==> config.mk <==
export PLATFORM = sky130hd
export DESIGN_NAME = oact_timing_ctrl
export DESIGN_NICKNAME = d
export VERILOG_FILES = /design/src/oact_pkg.sv /design/src/oact_skid_buffer.sv /design/src/oact_timing_ctrl.sv
export VERILOG_INCLUDE_DIRS = /design/src
export SDC_FILE = /design/constraint.sdc
export NUM_CORES = 1
export LEC_CHECK = 0
export ABC_AREA = 1
export BUFFER_PORTS_ARGS = -buffer_cell sky130_fd_sc_hd__buf_2
export CAP_MARGIN = 5
export CORE_MARGIN = 1
export CORE_UTILIZATION = 48
export DETAILED_ROUTE_END_ITERATION = 16
export PLACE_DENSITY_LB_ADDON = 0.08
export SYNTH_ARGS = -nofsm -noshare
export SYNTH_HDL_FRONTEND = slang
export SYNTH_HIERARCHICAL = 1
export SYNTH_SLANG_ARGS = --single-unit
==> constraint.sdc <==
create_clock -name clk -period 3.55 [get_ports clk]
set_input_delay 0.5325 -clock clk [delete_from_list [all_inputs] [get_ports clk]]
set_output_delay 0.5325 -clock clk [all_outputs]
set_load 0.05 [all_outputs]
==> src/oact_cfg.svh <==
// Constants for the octal converter conversion timing control
`ifndef OACT_CFG_SVH
`define OACT_CFG_SVH

// ----------------------------------------------------------------------
// Pin reset values
// ----------------------------------------------------------------------
// Layout: mode[6:5], clock divide[4], sync_n[3], format[2:0]
`define OACT_PINS_RST     7'h08
`define OACT_MODE_RST     2'h0
`define OACT_DIV_RST      1'h0

// ----------------------------------------------------------------------
// Rate ratios
// ----------------------------------------------------------------------
`define OACT_MODDIV_4     6'h04
`define OACT_MODDIV_8     6'h08
`define OACT_MODDIV_40    6'h28
`define OACT_OSR_64       8'h40
`define OACT_OSR_128      8'h80

// ----------------------------------------------------------------------
// Settling counts, in output conversion periods
// ----------------------------------------------------------------------
`define OACT_SETTLE_SPI   8'h81
`define OACT_SETTLE_FS    8'h80

// ----------------------------------------------------------------------
// Interface format codes and output clip limits
// ----------------------------------------------------------------------
`define OACT_FMT_FS_FIRST 3'h3
`define OACT_FMT_FS_LAST  3'h5
`define OACT_FULL_POS     24'h7FFFFF
`define OACT_FULL_NEG     24'h800000

`endif

==> src/oact_pkg.sv <==
// Types shared by the conversion timing control and its output buffer
package oact_pkg;

    // Operating modes, decoded straight from the two mode pins
    typedef enum logic [1:0] {
        OACT_HIGH_SPEED,
        OACT_HIGH_RES,
        OACT_LOW_POWER,
        OACT_LOW_SPEED
    } oact_mode_t;

    // Conversion sequencer states
    typedef enum logic [1:0] {
        ST_HALT,
        ST_SETTLE,
        ST_LIVE
    } oact_run_t;

    // Configuration pins travelling together through the synchroniser
    typedef struct packed {
        logic [1:0] mode;
        logic       clockDivideSelect;
        logic       sync_n;
        logic [2:0] format;
    } oact_pins_t;

    // One conversion result with its channel number
    typedef struct packed {
        logic [2:0]  channel;
        logic [23:0] data;
    } oact_word_t;

endpackage

==> src/oact_skid_buffer.sv <==
// Two-entry output buffer between filter results and the host reader
module oact_skid_buffer (
    input  wire logic          clk,
    input  wire logic          reset_n,
    input  wire logic          clkEnable,
    input  wire logic          flush,
    input  wire logic          inValid,
    input  oact_pkg::oact_word_t inWord,
    output logic               inReady,
    output logic               outValid,
    output oact_pkg::oact_word_t outWord,
    input  wire logic          outReady
);
    import oact_pkg::*;

    logic       skidValid;
    oact_word_t skidWord;
    logic       next_skidValid;
    logic       next_outValid;

    // ------------------------------------------------------------------
    // Occupancy
    // ------------------------------------------------------------------
    // Next occupancy; the skid entry only fills while the reader stalls
    always_comb
    begin
        next_skidValid = skidValid;
        next_outValid  = outValid;
        if (flush)
        begin
            next_skidValid = 1'b0;
            next_outValid  = 1'b0;
        end
        else if (outReady || !outValid)
        begin
            next_outValid  = skidValid || (inValid && inReady);
            next_skidValid = 1'b0;
        end
        else if (inValid && inReady)
        begin
            next_skidValid = 1'b1;
        end
    end

    // Flags are registered so ready is never a combinational path back
    always_ff @(posedge clk or negedge reset_n)
    begin
        if (!reset_n)
        begin
            skidValid <= 1'b0;
            outValid  <= 1'b0;
            inReady   <= 1'b1;
        end
        else if (clkEnable)
        begin
            skidValid <= next_skidValid;
            outValid  <= next_outValid;
            inReady   <= !next_skidValid;
        end
    end

    // ------------------------------------------------------------------
    // Data registers
    // ------------------------------------------------------------------
    // Skid entry takes priority so word order is kept
    always_ff @(posedge clk or negedge reset_n)
    begin
        if (!reset_n)
        begin
            outWord  <= '0;
            skidWord <= '0;
        end
        else if (clkEnable && !flush)
        begin
            if (outReady || !outValid)
            begin
                outWord <= skidValid ? skidWord : inWord;
            end
            else if (inValid && inReady)
            begin
                skidWord <= inWord;
            end
        end
    end
endmodule

==> src/oact_timing_ctrl.sv <==
// Conversion timing control for an eight-channel delta-sigma converter
`include "oact_cfg.svh"

module oact_timing_ctrl (
    input  wire logic               clk,
    input  wire logic               reset_n,
    input  wire logic               clkEnable,
    input  wire logic [1:0]         modeSelect,
    input  wire logic               clockDivideSelect,
    input  wire logic               sync_n,
    input  wire logic [2:0]         formatSelect,
    input  wire logic               filterValid,
    input  wire logic [2:0]         filterChannel,
    input  wire logic signed [25:0] filterSum,
    input  wire logic               wordTaken,
    output logic                    filterReady,
    output logic                    filterClear,
    output logic                    conversionRun,
    output logic                    modulatorStrobe,
    output logic                    conversionStrobe,
    output logic                    sampleValid_n,
    output logic                    frameFormat,
    output logic                    wordValid,
    output oact_pkg::oact_word_t    word
);
    import oact_pkg::*;

    // ------------------------------------------------------------------
    // Ratio and clipping functions
    // ------------------------------------------------------------------
    // Master clocks per modulator sample
    function automatic logic [5:0] modDivOf(input logic [1:0] mode,
                                            input logic       div);
        case (oact_mode_t'(mode))
            OACT_LOW_POWER: modDivOf = div ? `OACT_MODDIV_8
                                           : `OACT_MODDIV_4;
            OACT_LOW_SPEED: modDivOf = div ? `OACT_MODDIV_40
                                           : `OACT_MODDIV_8;
            default:        modDivOf = `OACT_MODDIV_4;
        endcase
    endfunction

    // Modulator samples per output word
    function automatic logic [7:0] osrOf(input logic [1:0] mode);
        osrOf = (oact_mode_t'(mode) == OACT_HIGH_RES) ? `OACT_OSR_128
                                                      : `OACT_OSR_64;
    endfunction

    // Master clocks per output word; largest is 2560, fits 12 bits
    function automatic logic [11:0] periodOf(input logic [1:0] mode,
                                             input logic       div);
        logic [13:0] product;
        product  = modDivOf(mode, div) * osrOf(mode);
        periodOf = product[11:0];
    endfunction

    // Saturate the wide filter sum to 24-bit two's complement
    function automatic logic [23:0] clip24(input logic signed [25:0] v);
        if (v > $signed({2'h0, `OACT_FULL_POS}))
            clip24 = `OACT_FULL_POS;
        else if (v < $signed({2'h3, `OACT_FULL_NEG}))
            clip24 = `OACT_FULL_NEG;
        else
            clip24 = v[23:0];
    endfunction

    // ------------------------------------------------------------------
    // Pin synchroniser
    // ------------------------------------------------------------------
    oact_pins_t pinRaw;
    oact_pins_t pinMeta;
    oact_pins_t pinMid;
    oact_pins_t pinLate;
    oact_pins_t pinStable;

    assign pinRaw = '{mode: modeSelect,
                      clockDivideSelect: clockDivideSelect,
                      sync_n: sync_n,
                      format: formatSelect};

    // Three stages; a change is taken only once stages two and three agree
    always_ff @(posedge clk or negedge reset_n)
    begin
        if (!reset_n)
        begin
            pinMeta   <= `OACT_PINS_RST;
            pinMid    <= `OACT_PINS_RST;
            pinLate   <= `OACT_PINS_RST;
            pinStable <= `OACT_PINS_RST;
        end
        else if (clkEnable)
        begin
            pinMeta <= pinRaw;
            pinMid  <= pinMeta;
            pinLate <= pinMid;
            if (pinMid == pinLate)
                pinStable <= pinLate;
        end
    end

    // ------------------------------------------------------------------
    // Restart decisions
    // ------------------------------------------------------------------
    oact_run_t  state;
    logic [1:0] activeMode;
    logic       activeDiv;
    logic       modeChange;
    logic       halting;
    logic       restart;
    logic       clearNow;
    logic       isFrame;

    // Mode pins compared every cycle, so any change restarts settling
    assign modeChange = (pinStable.mode != activeMode) ||
                        (pinStable.clockDivideSelect != activeDiv);
    assign halting    = !pinStable.sync_n;
    assign restart    = pinStable.sync_n &&
                        ((state == ST_HALT) || modeChange);
    // One clear serves all eight channels so they never drift apart
    assign clearNow   = halting || restart;
    assign isFrame    = (pinStable.format >= `OACT_FMT_FS_FIRST) &&
                        (pinStable.format <= `OACT_FMT_FS_LAST);

    // Active configuration follows the pins whenever the filter clears
    always_ff @(posedge clk or negedge reset_n)
    begin
        if (!reset_n)
        begin
            activeMode <= `OACT_MODE_RST;
            activeDiv  <= `OACT_DIV_RST;
        end
        else if (clkEnable && clearNow)
        begin
            activeMode <= pinStable.mode;
            activeDiv  <= pinStable.clockDivideSelect;
        end
    end

    // ------------------------------------------------------------------
    // Rate counters
    // ------------------------------------------------------------------
    logic [11:0] period;
    logic [5:0]  modDiv;
    logic [11:0] periodCount;
    logic [5:0]  modCount;
    logic        periodEnd;
    logic        modEnd;
    logic        running;

    assign period    = periodOf(activeMode, activeDiv);
    assign modDiv    = modDivOf(activeMode, activeDiv);
    assign running   = (state != ST_HALT) && !clearNow;
    assign periodEnd = running && (periodCount == period - 12'h001);
    assign modEnd    = running && (modCount == modDiv - 6'h01);

    // Both counters restart together so word and modulator edges align
    always_ff @(posedge clk or negedge reset_n)
    begin
        if (!reset_n)
        begin
            periodCount <= 12'h000;
            modCount    <= 6'h00;
        end
        else if (clkEnable)
        begin
            if (!running)
            begin
                periodCount <= 12'h000;
                modCount    <= 6'h00;
            end
            else
            begin
                periodCount <= periodEnd ? 12'h000
                                         : periodCount + 12'h001;
                modCount    <= modEnd ? 6'h00 : modCount + 6'h01;
            end
        end
    end

    // Strobes are registered so the outputs come straight from flops
    always_ff @(posedge clk or negedge reset_n)
    begin
        if (!reset_n)
        begin
            conversionStrobe <= 1'b0;
            modulatorStrobe  <= 1'b0;
        end
        else if (clkEnable)
        begin
            conversionStrobe <= periodEnd;
            modulatorStrobe  <= modEnd;
        end
    end

    // ------------------------------------------------------------------
    // Settling sequencer
    // ------------------------------------------------------------------
    logic [7:0] settleCount;
    logic [7:0] settleTarget;
    logic       settleDone;

    assign settleTarget = isFrame ? `OACT_SETTLE_FS
                                  : `OACT_SETTLE_SPI;
    assign settleDone   = (settleCount >= settleTarget);

    // Counts whole output periods since the last clear
    always_ff @(posedge clk or negedge reset_n)
    begin
        if (!reset_n)
            settleCount <= 8'h00;
        else if (clkEnable)
        begin
            if (clearNow)
                settleCount <= 8'h00;
            else if (periodEnd && !settleDone)
                settleCount <= settleCount + 8'h01;
        end
    end

    // Halt while sync is low, settle after any restart, then go live
    always_ff @(posedge clk or negedge reset_n)
    begin
        if (!reset_n)
            state <= ST_SETTLE;
        else if (clkEnable)
        begin
            case (state)
                ST_HALT:
                    if (!halting)
                        state <= ST_SETTLE;
                ST_SETTLE:
                    if (halting)
                        state <= ST_HALT;
                    else if (!restart && settleDone)
                        state <= ST_LIVE;
                ST_LIVE:
                    if (halting)
                        state <= ST_HALT;
                    else if (restart)
                        state <= ST_SETTLE;
                default:
                    state <= ST_HALT;
            endcase
        end
    end

    // ------------------------------------------------------------------
    // Output path and status flags
    // ------------------------------------------------------------------
    logic       live;
    logic       bufInValid;
    oact_word_t bufInWord;

    // Frame format passes zeros while settling so the host sees no ones;
    // SPI simply drops unsettled words since data-ready stays high
    assign live       = (state == ST_LIVE) && !clearNow;
    assign bufInValid = filterValid && running && (live || isFrame);
    assign bufInWord  = '{channel: filterChannel,
                          data: live ? clip24(filterSum)
                                     : 24'h000000};

    // Flushing on a clear drops wordValid at the next edge; word keeps its last value
    oact_skid_buffer u_buffer (
        .clk      (clk),
        .reset_n  (reset_n),
        .clkEnable(clkEnable),
        .flush    (clearNow),
        .inValid  (bufInValid),
        .inWord   (bufInWord),
        .inReady  (filterReady),
        .outValid (wordValid),
        .outWord  (word),
        .outReady (wordTaken)
    );

    // Data-ready is low only for settled SPI words waiting to be read
    always_ff @(posedge clk or negedge reset_n)
    begin
        if (!reset_n)
        begin
            sampleValid_n <= 1'b1;
            filterClear   <= 1'b1;
            conversionRun <= 1'b0;
            frameFormat   <= 1'b0;
        end
        else if (clkEnable)
        begin
            sampleValid_n <= clearNow || isFrame || (state != ST_LIVE) ||
                             !wordValid;
            filterClear   <= clearNow;
            conversionRun <= !halting;
            frameFormat   <= isFrame;
        end
    end

    logic [11:0] gapCount;
    logic        gapSeen;

    // Clocks between word strobes, restarted by every strobe; every clear drops gapSeen
    always_ff @(posedge clk or negedge reset_n)
    begin
        if (!reset_n)
        begin
            gapCount <= 12'h000;
            gapSeen  <= 1'b0;
        end
        else if (clkEnable)
        begin
            gapCount <= conversionStrobe ? 12'h001 : gapCount + 12'h001;
            gapSeen  <= clearNow ? 1'b0 : (gapSeen || conversionStrobe);
        end
    end
endmodule

# == Word level (Yosys, flattened, before mapping) ==
# Cells that the tools add are included.
# Widths: inputs -> output; s select.
# word_totals
inputBits,41
reg_bits,122
out_inout_bits,35
# op_classes
add_sub_neg,5
n_lt_le_gt_ge,5
bitwise,1
n_reduce_logical,38
eq_ne,14
muxes,26
n_mul,1
# ops
op,n
$mux 24,3
$mux 27,1
$gt 26x24->1 const B,1
$lt 26x24->1 const B,1
$mux 12,2
$mux 8,3
$mux 6,3
$logic_and 1x1->1,13
$add 12x1->12 const B,1
$eq 12x12->1,1
$mul 6x8->12,1
$pmux 6 s2,1
$sub 12x1->12 const B,1
$mux 2,5
$logic_or 1x1->1,9
$add 8x1->8 const B,1
$ge 8x8->1,1
$reduce_and 2->1,4
$eq 7x7->1,1
$add 6x1->6 const B,1
$eq 2x2->1 const B,3
$eq 6x6->1,1
$logic_not 1->1,6
$mux 1,6
15 further kinds,20

# == Logic depth before layout (Yosys ltp) ==
# Gate-level depths: netlist of the first run.
# depth
depth_word,14
ltp_mapped,16
mapped_depth_nobuf,16

# == By module ==
# The synthesis of the first run kept the hierarchy.
# modules_own_cells
mod,cells_per_inst,instances,seq_area_each_um2,area_per_inst_um2
oact_timing_ctrl,486,1,1635.3,3693.5
oact_skid_buffer,339,1,1427.6,2677.6

# == Least setup slack after synthesis of the first run ==
# No wires, ideal clock.
# synth_timing
path_type,register to register
startpoint,register state[0]
endpoint,register u_buffer/skidWord[10] in the netlist's numbering
setup_slack_ps,1470
arrival_ps,1963
path_stages_with_launch,15
period_less_slack_ps,2080
path_buffers,1
setup_ps,117
cell_sequence,dfstp_2 > inv_1 > nand2_1 > nand2_1 > a21oi_2 > nand4_2 > inv_1 > o21ai_0 > nor2_1 > nand2_1 > inv_1 > nand3_4 > buf_6 > nand2_1 > nand2_1
# synth_via
elab_chain_cells,10
# synth_rtl
item,line,rtl
start: declaration,oact_timing_ctrl.sv:104,oact_run_t state;
start signal: assignment,oact_timing_ctrl.sv:224,state <= ST_SETTLE;
start signal: assignment,oact_timing_ctrl.sv:230,state <= ST_SETTLE;
start signal: assignment,oact_timing_ctrl.sv:233,state <= ST_HALT;
$logic_not 2->1,oact_timing_ctrl.sv:118,((state == ST_HALT) || modeChange);
$logic_or 1x1->1,oact_timing_ctrl.sv:118,
$logic_and 1x1->1,oact_timing_ctrl.sv:117,assign restart = pinStable.sync_n &&
$logic_or 1x1->1,oact_timing_ctrl.sv:120,assign clearNow = halting || restart;
$logic_not 1->1,"oact_timing_ctrl.sv:152, oact_timing_ctrl.sv:256",
$logic_and 1x1->1 (on tied branches),"oact_timing_ctrl.sv:152, oact_timing_ctrl.sv:256",
$logic_and 1x1->1 / $logic_or 1x1->1 (equally long branches),oact_timing_ctrl.sv:257,assign bufInValid = filterValid && running && (live || isFrame);
$logic_and 1x1->1 (*),oact_timing_ctrl.sv:257,
net bufInValid,oact_timing_ctrl.sv:251,logic bufInValid;
$logic_and 1x1->1 (*),oact_skid_buffer.sv:79,else if (inValid && inReady)
$reduce_and 3->1 (no line) (*),n/a,
end signal: assignment,oact_skid_buffer.sv:81,skidWord <= inWord;
end: declaration,oact_skid_buffer.sv:17,oact_word_t skidWord;
# Mark *: on every way through the listed nets, which the timed path passes. The rest lies on a longest branch.
# A chain may end at the register's enable or synchronous reset.

# == Worst setup path after layout of the first run ==
# layout_timing
startpoint,register state[0]
endpoint,register u_buffer/outWord[14] in the netlist's numbering
# layout_via
elab_chain_cells,8
# layout_rtl
item,line,rtl
$logic_not 2->1,oact_timing_ctrl.sv:118,
$logic_or 1x1->1,oact_timing_ctrl.sv:118,
$logic_and 1x1->1,oact_timing_ctrl.sv:117,
$logic_or 1x1->1,oact_timing_ctrl.sv:120,
$logic_not 1->1,"oact_skid_buffer.sv:73, oact_timing_ctrl.sv:256",
$logic_and 1x1->1,oact_timing_ctrl.sv:256,assign live = (state == ST_LIVE) && !clearNow;
$mux 24,oact_timing_ctrl.sv:259,data: live ? clip24(filterSum)
$mux 27,oact_skid_buffer.sv:77,outWord <= skidValid ? skidWord : inWord;
end signal: assignment,oact_skid_buffer.sv:77,
end: declaration,oact_skid_buffer.sv:11,"output oact_pkg::oact_word_t outWord,"
# Several ways; a longest one is shown, not always the timed one.

==> impl_metrics.json, run 1 <==
{
  "required_ns": 3.91,
  "clockRootBuffer": "clkbuf_16",
  "yosysTopAreaCellShare_pct": 44.8,
  "cap_violations": 0,
  "path_clk_slew_ns": 0.06,
  "cts_buffers": 17,
  "maxSlewHeadroom_pct": 34.9,
  "power_switching_uw": 2090,
  "pwr-share-clk_pct": 34.0,
  "postCtsResizedCells": 0,
  "worst_slack_ns": 0.930,
  "num-nets-final": 939,
  "hold_violations": 0,
  "initial_core_util_pct": 49.9,
  "final_cells": 1076,
  "yosys-top-cells-area": "dfrtp_1, nand2_1, nand3_1",
  "grt_pass1_wl_um": 23300,
  "cts_max_path_buffers": 2,
  "drc": 0,
  "grt_max_degree": 62,
  "final_antenna_net_count": 0,
  "synth_area_leader_cell": "dfrtp_1",
  "postSynthCellCount": 825,
  "ys.warnings.count": 6,
  "dpl.cell_count": 1044,
  "fin_tns_setup_ns": 0,
  "via_per_inst": 4.97,
  "coreArea_um2": 12800,
  "drt_iter0_drc": 279,
  "combPwrFrac_pct": 31.7,
  "hold_path_class": "input pin to async pin",
  "rows": 41,
  "ys_seq_elements": 122,
  "num_vias": 5352,
  "hold_buffers": 0,
  "syn_area_um2": 6370,
  "clkSinkCount": 122,
  "dieArea_um2": 13700,
  "cts_tree": "done",
  "post_cts_buffers": 0,
  "synth.avg_cell_area_um2": 7.72,
  "start_kind": "flop",
  "grt_overflow": 0,
  "hold_slack_ns": 0.177,
  "grt_pass1_vias": 5149,
  "place_ws_ns": 0.939,
  "ir_drop_v": 0.000362,
  "finalCriticalPeriod_ns": 2.62,
  "grtUsageTotal_pct": 22.3,
  "wirelength_um": 14100,
  "intPower_uw": 3310,
  "gp_congestion": 0.854,
  "p_leak_uw": 0.00397,
  "io_buffers": 75,
  "finalSetupViolCount": 0,
  "num_io_pins": 76,
  "htreeDepth": 4,
  "syn2layout_area_growth_pct": 16.5,
  "antenna_cells": 0,
  "power_density_nw_per_um2": 727,
  "p_seq_share_pct": 34.3,
  "postLayoutCellArea_um2": 7420,
  "status": "finished, final reports clean",
  "drv_slew": 0,
  "cp_max_fo": 31,
  "worstPathArrival_ns": 2.98,
  "yosysSeqAreaShare_pct": 48.1,
  "die_w_um": 117,
  "wl_per_cell_um": 13.1,
  "rsz0062_at_grt": "no",
  "fillers": 1196,
  "skew_ns": 0.00773,
  "fmax_ghz": 0.382,
  "hpwl_um": 9460,
  "insertion_delay_ns": 0.42,
  "critical_path_class": "flop to flop",
  "layout-drive-gt1-share_pct": 16.3,
  "die_h_um": 117,
  "syn-num-nets": 873,
  "worst_setup_path_end_kind": "flop",
  "first_pass_iters": 4,
  "p_sw_share_pct": 38.6,
  "synth_cell_types": 38,
  "antenna_found_initial": 0,
  "worst_pin_slew_ns": 0.977,
  "placed_area_um2": 6790,
  "finalCritPeriodShare_pct": 73.8
}
## placed cells by master (no fill, tap or decap), drive strengths merged, types with 5 or more instances in the layout
master    n
clkbuf   19
nor2     62
buf      81
o21ai    30
dfrtp   114
o22ai     8
nand2   370
dfstp     8
a21oi     5
nand3    57
clkinv    6
ha        7
xor2     22
inv      61
nor3     31
## power groups by stage
stage,Combinational (uW),Clock [uW],Sequential (uW)
after floorplan,772,0,2430
after global placement,1680,0,1860
after detailed placement,1720,0,1870
after CTS,1730,1880,1860
after global routing,1890,1930,1890
final,1710,1840,1850
## per-stage QoR
stage | util (%) | power, uW
6_report | 58.1 | 5400
5_1_grt | 58.1 | 5710
4_1_cts | 58.1 | 5460
3_5_place_dp | 53.1 | 3600
3_3_place_gp | 53.1 | 3550
2_1_floorplan | - | 3200
## path summary, 6_finish.rpt
check / slack (ns) / from / cells past startpoint / endpoint
setup / recovery: 0.93 / state[0] / 10 / u_buffer/outWord[14]
hold / removal: 0.18 / reset_n / 1 / u_buffer/outWord[1]
setup reg to reg: 0.93 / state[0] / 10 / u_buffer/outWord[14]
hold reg to reg: 0.47 / pinMeta[3] / 2 / pinMid[3]
max in group asynchronous: 2.62 / reset_n / 2 / periodCount[4]
min in group clk: 0.31 / sync_n / 3 / pinMeta[3]
## logic make-up (layout without fill, tap and decap cells)
logic type / count (synthesis) / after routing / synth area share (%)
fa+ha+maj: 7 / 7 / 1.37
flops: 122 / 122 / 48.1
simple gates: 529 / 529 / 35.4
buf+inv: 94 / 173 / 7.31
compound gates: 48 / 48 / 4.38
xor+xnor: 25 / 25 / 3.44
## registers in the layout, indices dropped and copies added, names as in the netlist, 2 cells and up
| register | count |
|---|---|
| activeMode | 2 |
| modCount | 6 |
| periodCount | 12 |
| pinLate | 7 |
| pinMeta | 7 |
| pinMid | 7 |
| pinStable | 7 |
| settleCount | 8 |
| state | 2 |
| u_buffer/outWord | 27 |
| u_buffer/skidWord | 27 |
## routing by layer
layer / share of wire [%] / vias up / track usage (%)
li1: - / 2722 / -
met5: 0 / - / 0
met1: 45 / 2515 / 27.0
met2: 50 / 103 / 39.1
met4: 1.2 / 0 / 8.19
met3: 3.3 / 12 / 4.89
## worst max-delay path, cell delays in order (launching register included)
cell     delay, ns
dfstp_2       0.55
inv_1         0.07
nand2_1       0.06
nand2_1       0.05
a21oi_2       0.20
nand3_2       0.34
nor2_8        0.50
nand2_4       0.32
inv_6         0.28
nand2_1       0.09
nand2_1       0.07
## cell type report
| class | count | area, um2 | share of cell area (%) |
|---|---|---|---|
| clock buffer | 19 | 443 | 5.97 |
| clock inverter | 13 | 193 | 2.60 |
| inverter | 60 | 230 | 3.10 |
| multi-input combinational | 609 | 2840 | 38.3 |
| sequential | 122 | 3060 | 41.3 |
| tap | 172 | 215 | 2.90 |
| timing repair buffer | 81 | 435 | 5.87 |
## cells in the mapped netlist, drive strengths merged
library cell	number
nand3	57
buf	23
or2	1
o21ai	30
dfrtp	114
inv	60
xor2	22
a22o	1
clkbuf	11
nor4	1
ha	7
nor2	62
a31oi	2
nand4	4
nor3b	2
o211ai	2
dfstp	8
xnor2	3
nand3b	1
o22ai	8
nand2	370
nor3	31
a21oi	5
Note: power is estimated with default switching activity, not from simulation.
==> inputs of run 2 (changes only) <==
--- a/config.mk
+++ b/config.mk
@@ -6,7 +6,7 @@
 export SDC_FILE = /design/constraint.sdc
 export NUM_CORES = 1
 export LEC_CHECK = 0
-export ABC_AREA = 1
+export ABC_AREA = 0
 export BUFFER_PORTS_ARGS = -buffer_cell sky130_fd_sc_hd__buf_2
 export CAP_MARGIN = 5
 export CORE_MARGIN = 1
==> constraint.sdc (replaced) <==
create_clock -name clk -period 2.55 [get_ports clk]
set_input_delay 0.3825 -clock clk [delete_from_list [all_inputs] [get_ports clk]]
set_output_delay 0.3825 -clock clk [all_outputs]
set_load 0.05 [all_outputs]
==> run 2 against run 1 <==
- synthesized area is 6.0% lower
- count of clock-buffer cells in the layout is 1 lower
- setup slack worse by 0.88 ns
- clock skew hardly changed
- critical endpoint is now settleCount[5]
- largest cell class unchanged
==> impl_metrics.json, run 2 <==
{
  "synth_cell_types": 57,
  "num-nets-final": 632,
  "whs_path_depth": 2,
  "synth-simple-area-share_pct": 8.26,
  "ys.warnings.count": 6,
  "dieArea_um2": 12900,
  "via_per_inst": 5.45,
  "drt_iter0_drc": 200,
  "initial_core_util_pct": 49.6,
  "cp_top_family": "simple AND/OR/NAND/NOR gates",
  "critical_path_class": "flop to flop",
  "synth_mux_area_share_pct": 21.8,
  "fin_util_pct": 62.5,
  "cap_violations": 0,
  "rr_endpoint": "settleCount[5]",
  "grt_max_degree": 53,
  "slowest_delay_ns": 0.70,
  "path_depth": 8,
  "required_ns": 2.88,
  "first_pass_iters": 4,
  "r2r_cells": 8,
  "wirelength_um": 12500,
  "synth_edf_count": 0,
  "antenna_found_initial": 0,
  "worstPathArrival_ns": 2.83,
  "grt_pass1_wl_um": 20300,
  "min_to": "pinMeta[0]",
  "num_io_pins": 76,
  "intPower_uw": 5010,
  "cts_buffers": 17,
  "cp_max_fo": 5,
  "hold_slack_ns": 0.193,
  "p_sw_share_pct": 33.6,
  "synth-compound-area-share_pct": 11.0,
  "cts_tree": "done",
  "combPwrFrac_pct": 31.7,
  "fillers": 973,
  "cpMostUsedCell": "ha_1",
  "p_seq_share_pct": 33.3,
  "htreeDepth": 4,
  "hold_start": "formatSelect[0]",
  "yosys-top-cells-area": "dfrtp_1, mux2_2, o21a_1",
  "finalCritPeriodShare_pct": 98.0,
  "path_buf_inv": 0,
  "maxSlewHeadroom_pct": 48.8,
  "async_flop_share_pct": 100,
  "die_h_um": 114,
  "grt_overflow": 0,
  "antenna_cells": 0,
  "ir_drop_v": 0.000503,
  "gp_congestion": 0.843,
  "clkSinkCount": 122,
  "syn_area_um2": 5990,
  "die_w_um": 114,
  "ys_seq_elements": 122,
  "synth_area_leader_cell": "dfrtp_1",
  "worst_setup_path_end_kind": "flop",
  "hold_violations": 0,
  "postLayoutCellArea_um2": 7540,
  "largestRegisters": "u_buffer/outWord x27, u_buffer/skidWord x27, periodCount x12",
  "layout_commonest_cell": "dfrtp_1",
  "postSynthCellCount": 479,
  "path_clk_slew_ns": 0.06,
  "yosysMostFrequentCell": "dfrtp_1",
  "insertion_delay_ns": 0.42,
  "cpMaxStageDelayCell": "or4_2",
  "r2r-start": "activeMode[1]",
  "io_buffers": 75,
  "pwr-share-clk_pct": 35.0,
  "ys_top_cells_by_count": "dfrtp_1, mux2_2, o21a_1",
  "critical_path.cell_chain": "a21oi_2, ha_1, ha_1, xnor2_2, xnor3_2, or4_2, nor3b_1, nor3_1",
  "hpwl_um": 8230,
  "synth.avg_cell_area_um2": 12.5,
  "hold_path_class": "input pin to flop",
  "placed_area_um2": 6710,
  "syn-num-nets": 527,
  "drc": 0,
  "rsz0062_at_grt": "yes",
  "status": "finished, final reports clean",
  "synth_top_family_by_area": "multiplexers",
  "p_leak_uw": 0.00348,
  "clockRootBuffer": "clkbuf_16",
  "drv_slew": 0,
  "yosys_most_used_dff": "dfrtp_1",
  "finalCriticalPeriod_ns": 2.50,
  "worst_pin_slew_ns": 0.766,
  "finalSetupViolCount": 0,
  "final_cell_mix": "dfrtp_1, mux2_2, buf_2",
  "grtUsageTotal_pct": 20.5,
  "yosysTopAreaCellShare_pct": 47.7,
  "skew_ns": 0.00735,
  "synth-xor-area-share_pct": 3.30,
  "fmax_ghz": 0.400,
  "yosysSeqAreaShare_pct": 51.2,
  "rrSetupSlack_ns": 0.05,
  "final_antenna_net_count": 0,
  "cts_max_path_buffers": 2,
  "grt_pass1_vias": 4291,
  "syn2layout_area_growth_pct": 25.9,
  "coreArea_um2": 12100,
  "synthAdderAreaFrac_pct": 1.46,
  "layout-drive-gt1-share_pct": 48.1,
  "start_kind": "flop",
  "num_vias": 4173,
  "power_switching_uw": 2540,
  "power_density_nw_per_um2": 1000,
  "wl_per_cell_um": 16.4,
  "rows": 40
}
## run 2: worst register-to-register path, cell delays in order (launching register included)
cell	delay, ns
dfrtp_1	0.42
a21oi_2	0.18
ha_1	0.16
ha_1	0.18
xnor2_2	0.12
xnor3_2	0.30
or4_2	0.70
nor3b_1	0.18
nor3_1	0.18
## run 2: layout make-up
type,count,area [um2],area share (%)
flip-flops and latches,122,3060,40.6
clock inverters,14,218,2.89
repair buffers,111,734,9.75
inverters,12,45.0,0.598
multi-input cells,320,2830,37.5
well taps,168,210,2.79
clock buffers,18,439,5.83
## run 2: logic make-up (layout without fill, tap and decap cells)
family | after synthesis | count (layout)
AOI/OAI and AO/OA | 86 | 86
xor gates and xnor gates | 21 | 21
adders and majority gates | 7 | 7
buffers and inverters | 38 | 155
DFF | 122 | 122
muxes | 116 | 116
and+or+nand+nor | 89 | 90
## run 2: what timing repair did
item | in CTS | in global routing
hold buffers | 1 | 0
hold endpoints to repair | 19 | 0
buffers inserted | 1 | 6
setup endpoints to repair | 2 | 55
cloned | 0 | 3
pin swaps | 0 | 5
resized for setup | 1 | 10
## run 2: stage by stage
stage	std cells	total power, uW	setup TNS [ns]	setup slack [ns]
after detailed placement	722	4810	-0.0569	-0.0397
after global placement	722	4740	0	0.108
after global routing	765	7900	-0.417	-0.0934
after floorplan	479	4150	0	0.0164
after CTS	756	7500	0	0.0261
final	765	7550	0	0.0504
## run 2: how the worst max path moves through the flow
stage / start / end
floorplan: activeDiv / u_buffer/skidWord[10]
global placement: activeMode[1] / settleCount[6]
detailed placement: activeMode[1] / settleCount[2]
CTS: activeMode[1] / settleCount[6]
global route: activeMode[1] / periodCount[7]
finish: activeMode[1] / settleCount[5]
## run 2: routing by layer
layer / global-route usage (%) / part of all wire (%)
met5: 0 / 0
met4: 9.65 / 1.9
met3: 5.05 / 3.5
met2: 33.7 / 49
met1: 25.3 / 45
## run 2: power groups by stage
stage	Sequential [uW]	Combinational, uW	Clock [uW]
after floorplan	3090	1060	0
after global placement	2520	2220	0
after detailed placement	2540	2260	0
after CTS	2510	2280	2710
after global routing	2560	2560	2790
final	2510	2390	2640
==> inputs of run 3 (changes only) <==
--- a/config.mk
+++ b/config.mk
@@ -8,12 +8,13 @@
 export LEC_CHECK = 0
 export ABC_AREA = 0
 export BUFFER_PORTS_ARGS = -buffer_cell sky130_fd_sc_hd__buf_2
-export CAP_MARGIN = 5
 export CORE_MARGIN = 1
 export CORE_UTILIZATION = 48
+export CTS_BUF_LIST = sky130_fd_sc_hd__clkbuf_2
 export DETAILED_ROUTE_END_ITERATION = 16
 export PLACE_DENSITY_LB_ADDON = 0.08
 export SYNTH_ARGS = -nofsm -noshare
 export SYNTH_HDL_FRONTEND = slang
 export SYNTH_HIERARCHICAL = 1
 export SYNTH_SLANG_ARGS = --single-unit
+export TNS_END_PERCENT = 100
==> run 3 against run 2 <==
- the flow now finishes with violations (negative setup slack)
- via count increased by 3.3%
- final area increased by 0.60%
- die area unchanged
- total power decreased by 13%
- clock power decreased by 43%
- setup slack got worse by 0.070 ns
- first-iteration DRC count decreased by 12%
- hold slack got worse by 0.064 ns
- register-to-register slack got worse by 0.07 ns
- sequential power about the same
- combinational power increased by 6%
- final cell count increased by 5.0%
- critical endpoint is now settleCount[6]
==> impl_metrics.json, run 3 (synthesis results as in run 2) <==
{
  "num_vias": 4310,
  "finalSetupViolCount": 2,
  "wirelength_um": 12500,
  "rsz0062_at_grt": "yes",
  "num-nets-final": 670,
  "coreArea_um2": 12100,
  "ir_drop_v": 0.000564,
  "worst_setup_path_end_kind": "flop",
  "path_buf_inv": 0,
  "grt_pass1_vias": 4361,
  "clkSinkCount": 122,
  "htreeDepth": 4,
  "cpMaxStageDelayCell": "or4_4",
  "cts_tree": "done",
  "r2r-start": "activeDiv",
  "grt_pass1_wl_um": 20400,
  "p_seq_share_pct": 38.3,
  "grt_max_degree": 53,
  "intPower_uw": 4070,
  "die_h_um": 114,
  "hold_start": "filterSum[25]",
  "antenna_found_initial": 0,
  "worst_pin_slew_ns": 0.765,
  "cts_buffers": 17,
  "whs_path_depth": 3,
  "layout_commonest_cell": "dfrtp_1",
  "insertion_delay_ns": 0.69,
  "critical_path.cell_chain": "a21oi_1, ha_2, ha_4, xnor2_2, xnor3_2, or4_4, or4_1, nand3_1",
  "finalCritPeriodShare_pct": 101,
  "min_to": "u_buffer/skidWord[23]",
  "placed_area_um2": 6710,
  "hpwl_um": 8230,
  "grtUsageTotal_pct": 20.5,
  "p_sw_share_pct": 37.7,
  "violations": "negative setup slack",
  "fmax_ghz": 0.389,
  "rrSetupSlack_ns": -0.02,
  "drt_iter0_drc": 177,
  "drc": 0,
  "cp_max_fo": 5,
  "regArea_um2": 3060,
  "postLayoutCellArea_um2": 7580,
  "antenna_cells": 0,
  "final_antenna_net_count": 0,
  "grt_overflow": 0,
  "cap_violations": 0,
  "worstPathArrival_ns": 3.21,
  "pwr-share-clk_pct": 23.0,
  "finalCriticalPeriod_ns": 2.57,
  "final_cells": 803,
  "fillers": 972,
  "path_clk_slew_ns": 0.19,
  "skew_ns": 0.0219,
  "power_density_nw_per_um2": 862,
  "cts_max_path_buffers": 2,
  "maxSlewHeadroom_pct": 48.8,
  "syn2layout_area_growth_pct": 26.7,
  "critical_path_class": "flop to flop",
  "gp_congestion": 0.843,
  "die_w_um": 114,
  "largestRegisters": "u_buffer/outWord x27, u_buffer/skidWord x27, periodCount x12",
  "via_per_inst": 5.37,
  "power_switching_uw": 2460,
  "cp_top_family": "simple AND/OR/NAND/NOR gates",
  "status": "finished, violations left",
  "clockRootBuffer": "clkbuf_2",
  "rows": 40,
  "hold_slack_ns": 0.129,
  "io_buffers": 75,
  "layout-drive-gt1-share_pct": 45.7,
  "rr_endpoint": "settleCount[6]",
  "total_power_uw": 6540,
  "multi_input_area_um2": 2850,
  "slowest_delay_ns": 0.57,
  "num_io_pins": 76,
  "dieArea_um2": 12900,
  "wl_per_cell_um": 15.6,
  "r2r_cells": 8,
  "fin_tns_setup_ns": -0.0226,
  "combPwrFrac_pct": 38.7,
  "drv_slew": 0,
  "p_leak_uw": 0.00349,
  "dpl.cell_count": 722,
  "start_kind": "flop",
  "first_pass_iters": 4,
  "initial_core_util_pct": 49.6,
  "hold_path_class": "input pin to flop",
  "hold_violations": 0,
  "required_ns": 3.19,
  "worst_slack_ns": -0.0195,
  "final_cell_mix": "dfrtp_1, mux2_2, buf_2"
}
run 3: cell count changes in the layout (fill, tap and decap cells not counted), moves of 2 or more:
| cell | delta |
|---|---|
| clkbuf_16 | -17 |
| buf_4 | +3 |
| clkbuf_2 | +17 |
| ha_1 | -2 |
| dlygate4sd3_1 | +35 |
run 3: power by group through the flow:
stage	registers [uW]	clock network (uW)	logic [uW]
6_report	2500	1500	2530
5_1_grt	2550	1650	2710
4_1_cts	2500	1560	2310
3_5_place_dp	2540	0	2260
3_3_place_gp	2520	0	2220
2_1_floorplan	3090	0	1060
run 3: metrics by stage:
step           utilization (%)  setup slack (ns)
3_5_place_dp              55.6           -0.0397
6_report                  62.9           -0.0195
4_1_cts                   61.1            0.0169
3_3_place_gp              55.6             0.108
2_1_floorplan                -            0.0164
5_1_grt                   62.9            -0.125
run 3: how the worst max path moves through the flow:
stage,startpoint,end,depth (start not counted)
3_5_place_dp,activeMode[1],settleCount[2],8
4_1_cts,activeMode[1],settleCount[6],8
2_1_floorplan,activeDiv,u_buffer/skidWord[10],10
5_1_grt,activeMode[1],settleCount[6],8
6_report,activeDiv,settleCount[6],8
3_3_place_gp,activeMode[1],settleCount[6],8
run 3: routing by layer:
layer  global-route usage [%]  up-vias  wire [um]
met5                        0        -          0
met4                     7.98        0        156
met3                     5.84       11        519
met2                     34.2      107       6180
met1                     25.2     2138       5670
li1                         -     2054          -
run 3: worst reg2reg max path, cell delays in order, from the launching register on:
cell and delay (ns):
dfrtp_1 0.45, a21oi_1 0.21, ha_2 0.24, ha_4 0.14
xnor2_2 0.10, xnor3_2 0.30, or4_4 0.57, or4_1 0.42
nand3_1 0.09
run 3: cell type report:
cell class                      instances  share of cell area [%]
Sequential cell                       122                    40.4
Multi-Input combinational cell        320                    37.6
Timing Repair Buffer                  149                    14.6
Clock inverter                         15                    2.92
Tap cell                              168                    2.77
Clock buffer                           17                    1.12
Inverter                               12                   0.594
run 3: repair_timing:
item | CTS | global route
pin swaps | 1 | 8
cloned | 0 | 2
gates resized for setup | 1 | 16
setup buffers | 4 | 7
hold buffers | 32 | 4
setup endpoints to repair | 3 | 61
endpoints found under the hold margin | 146 | 11
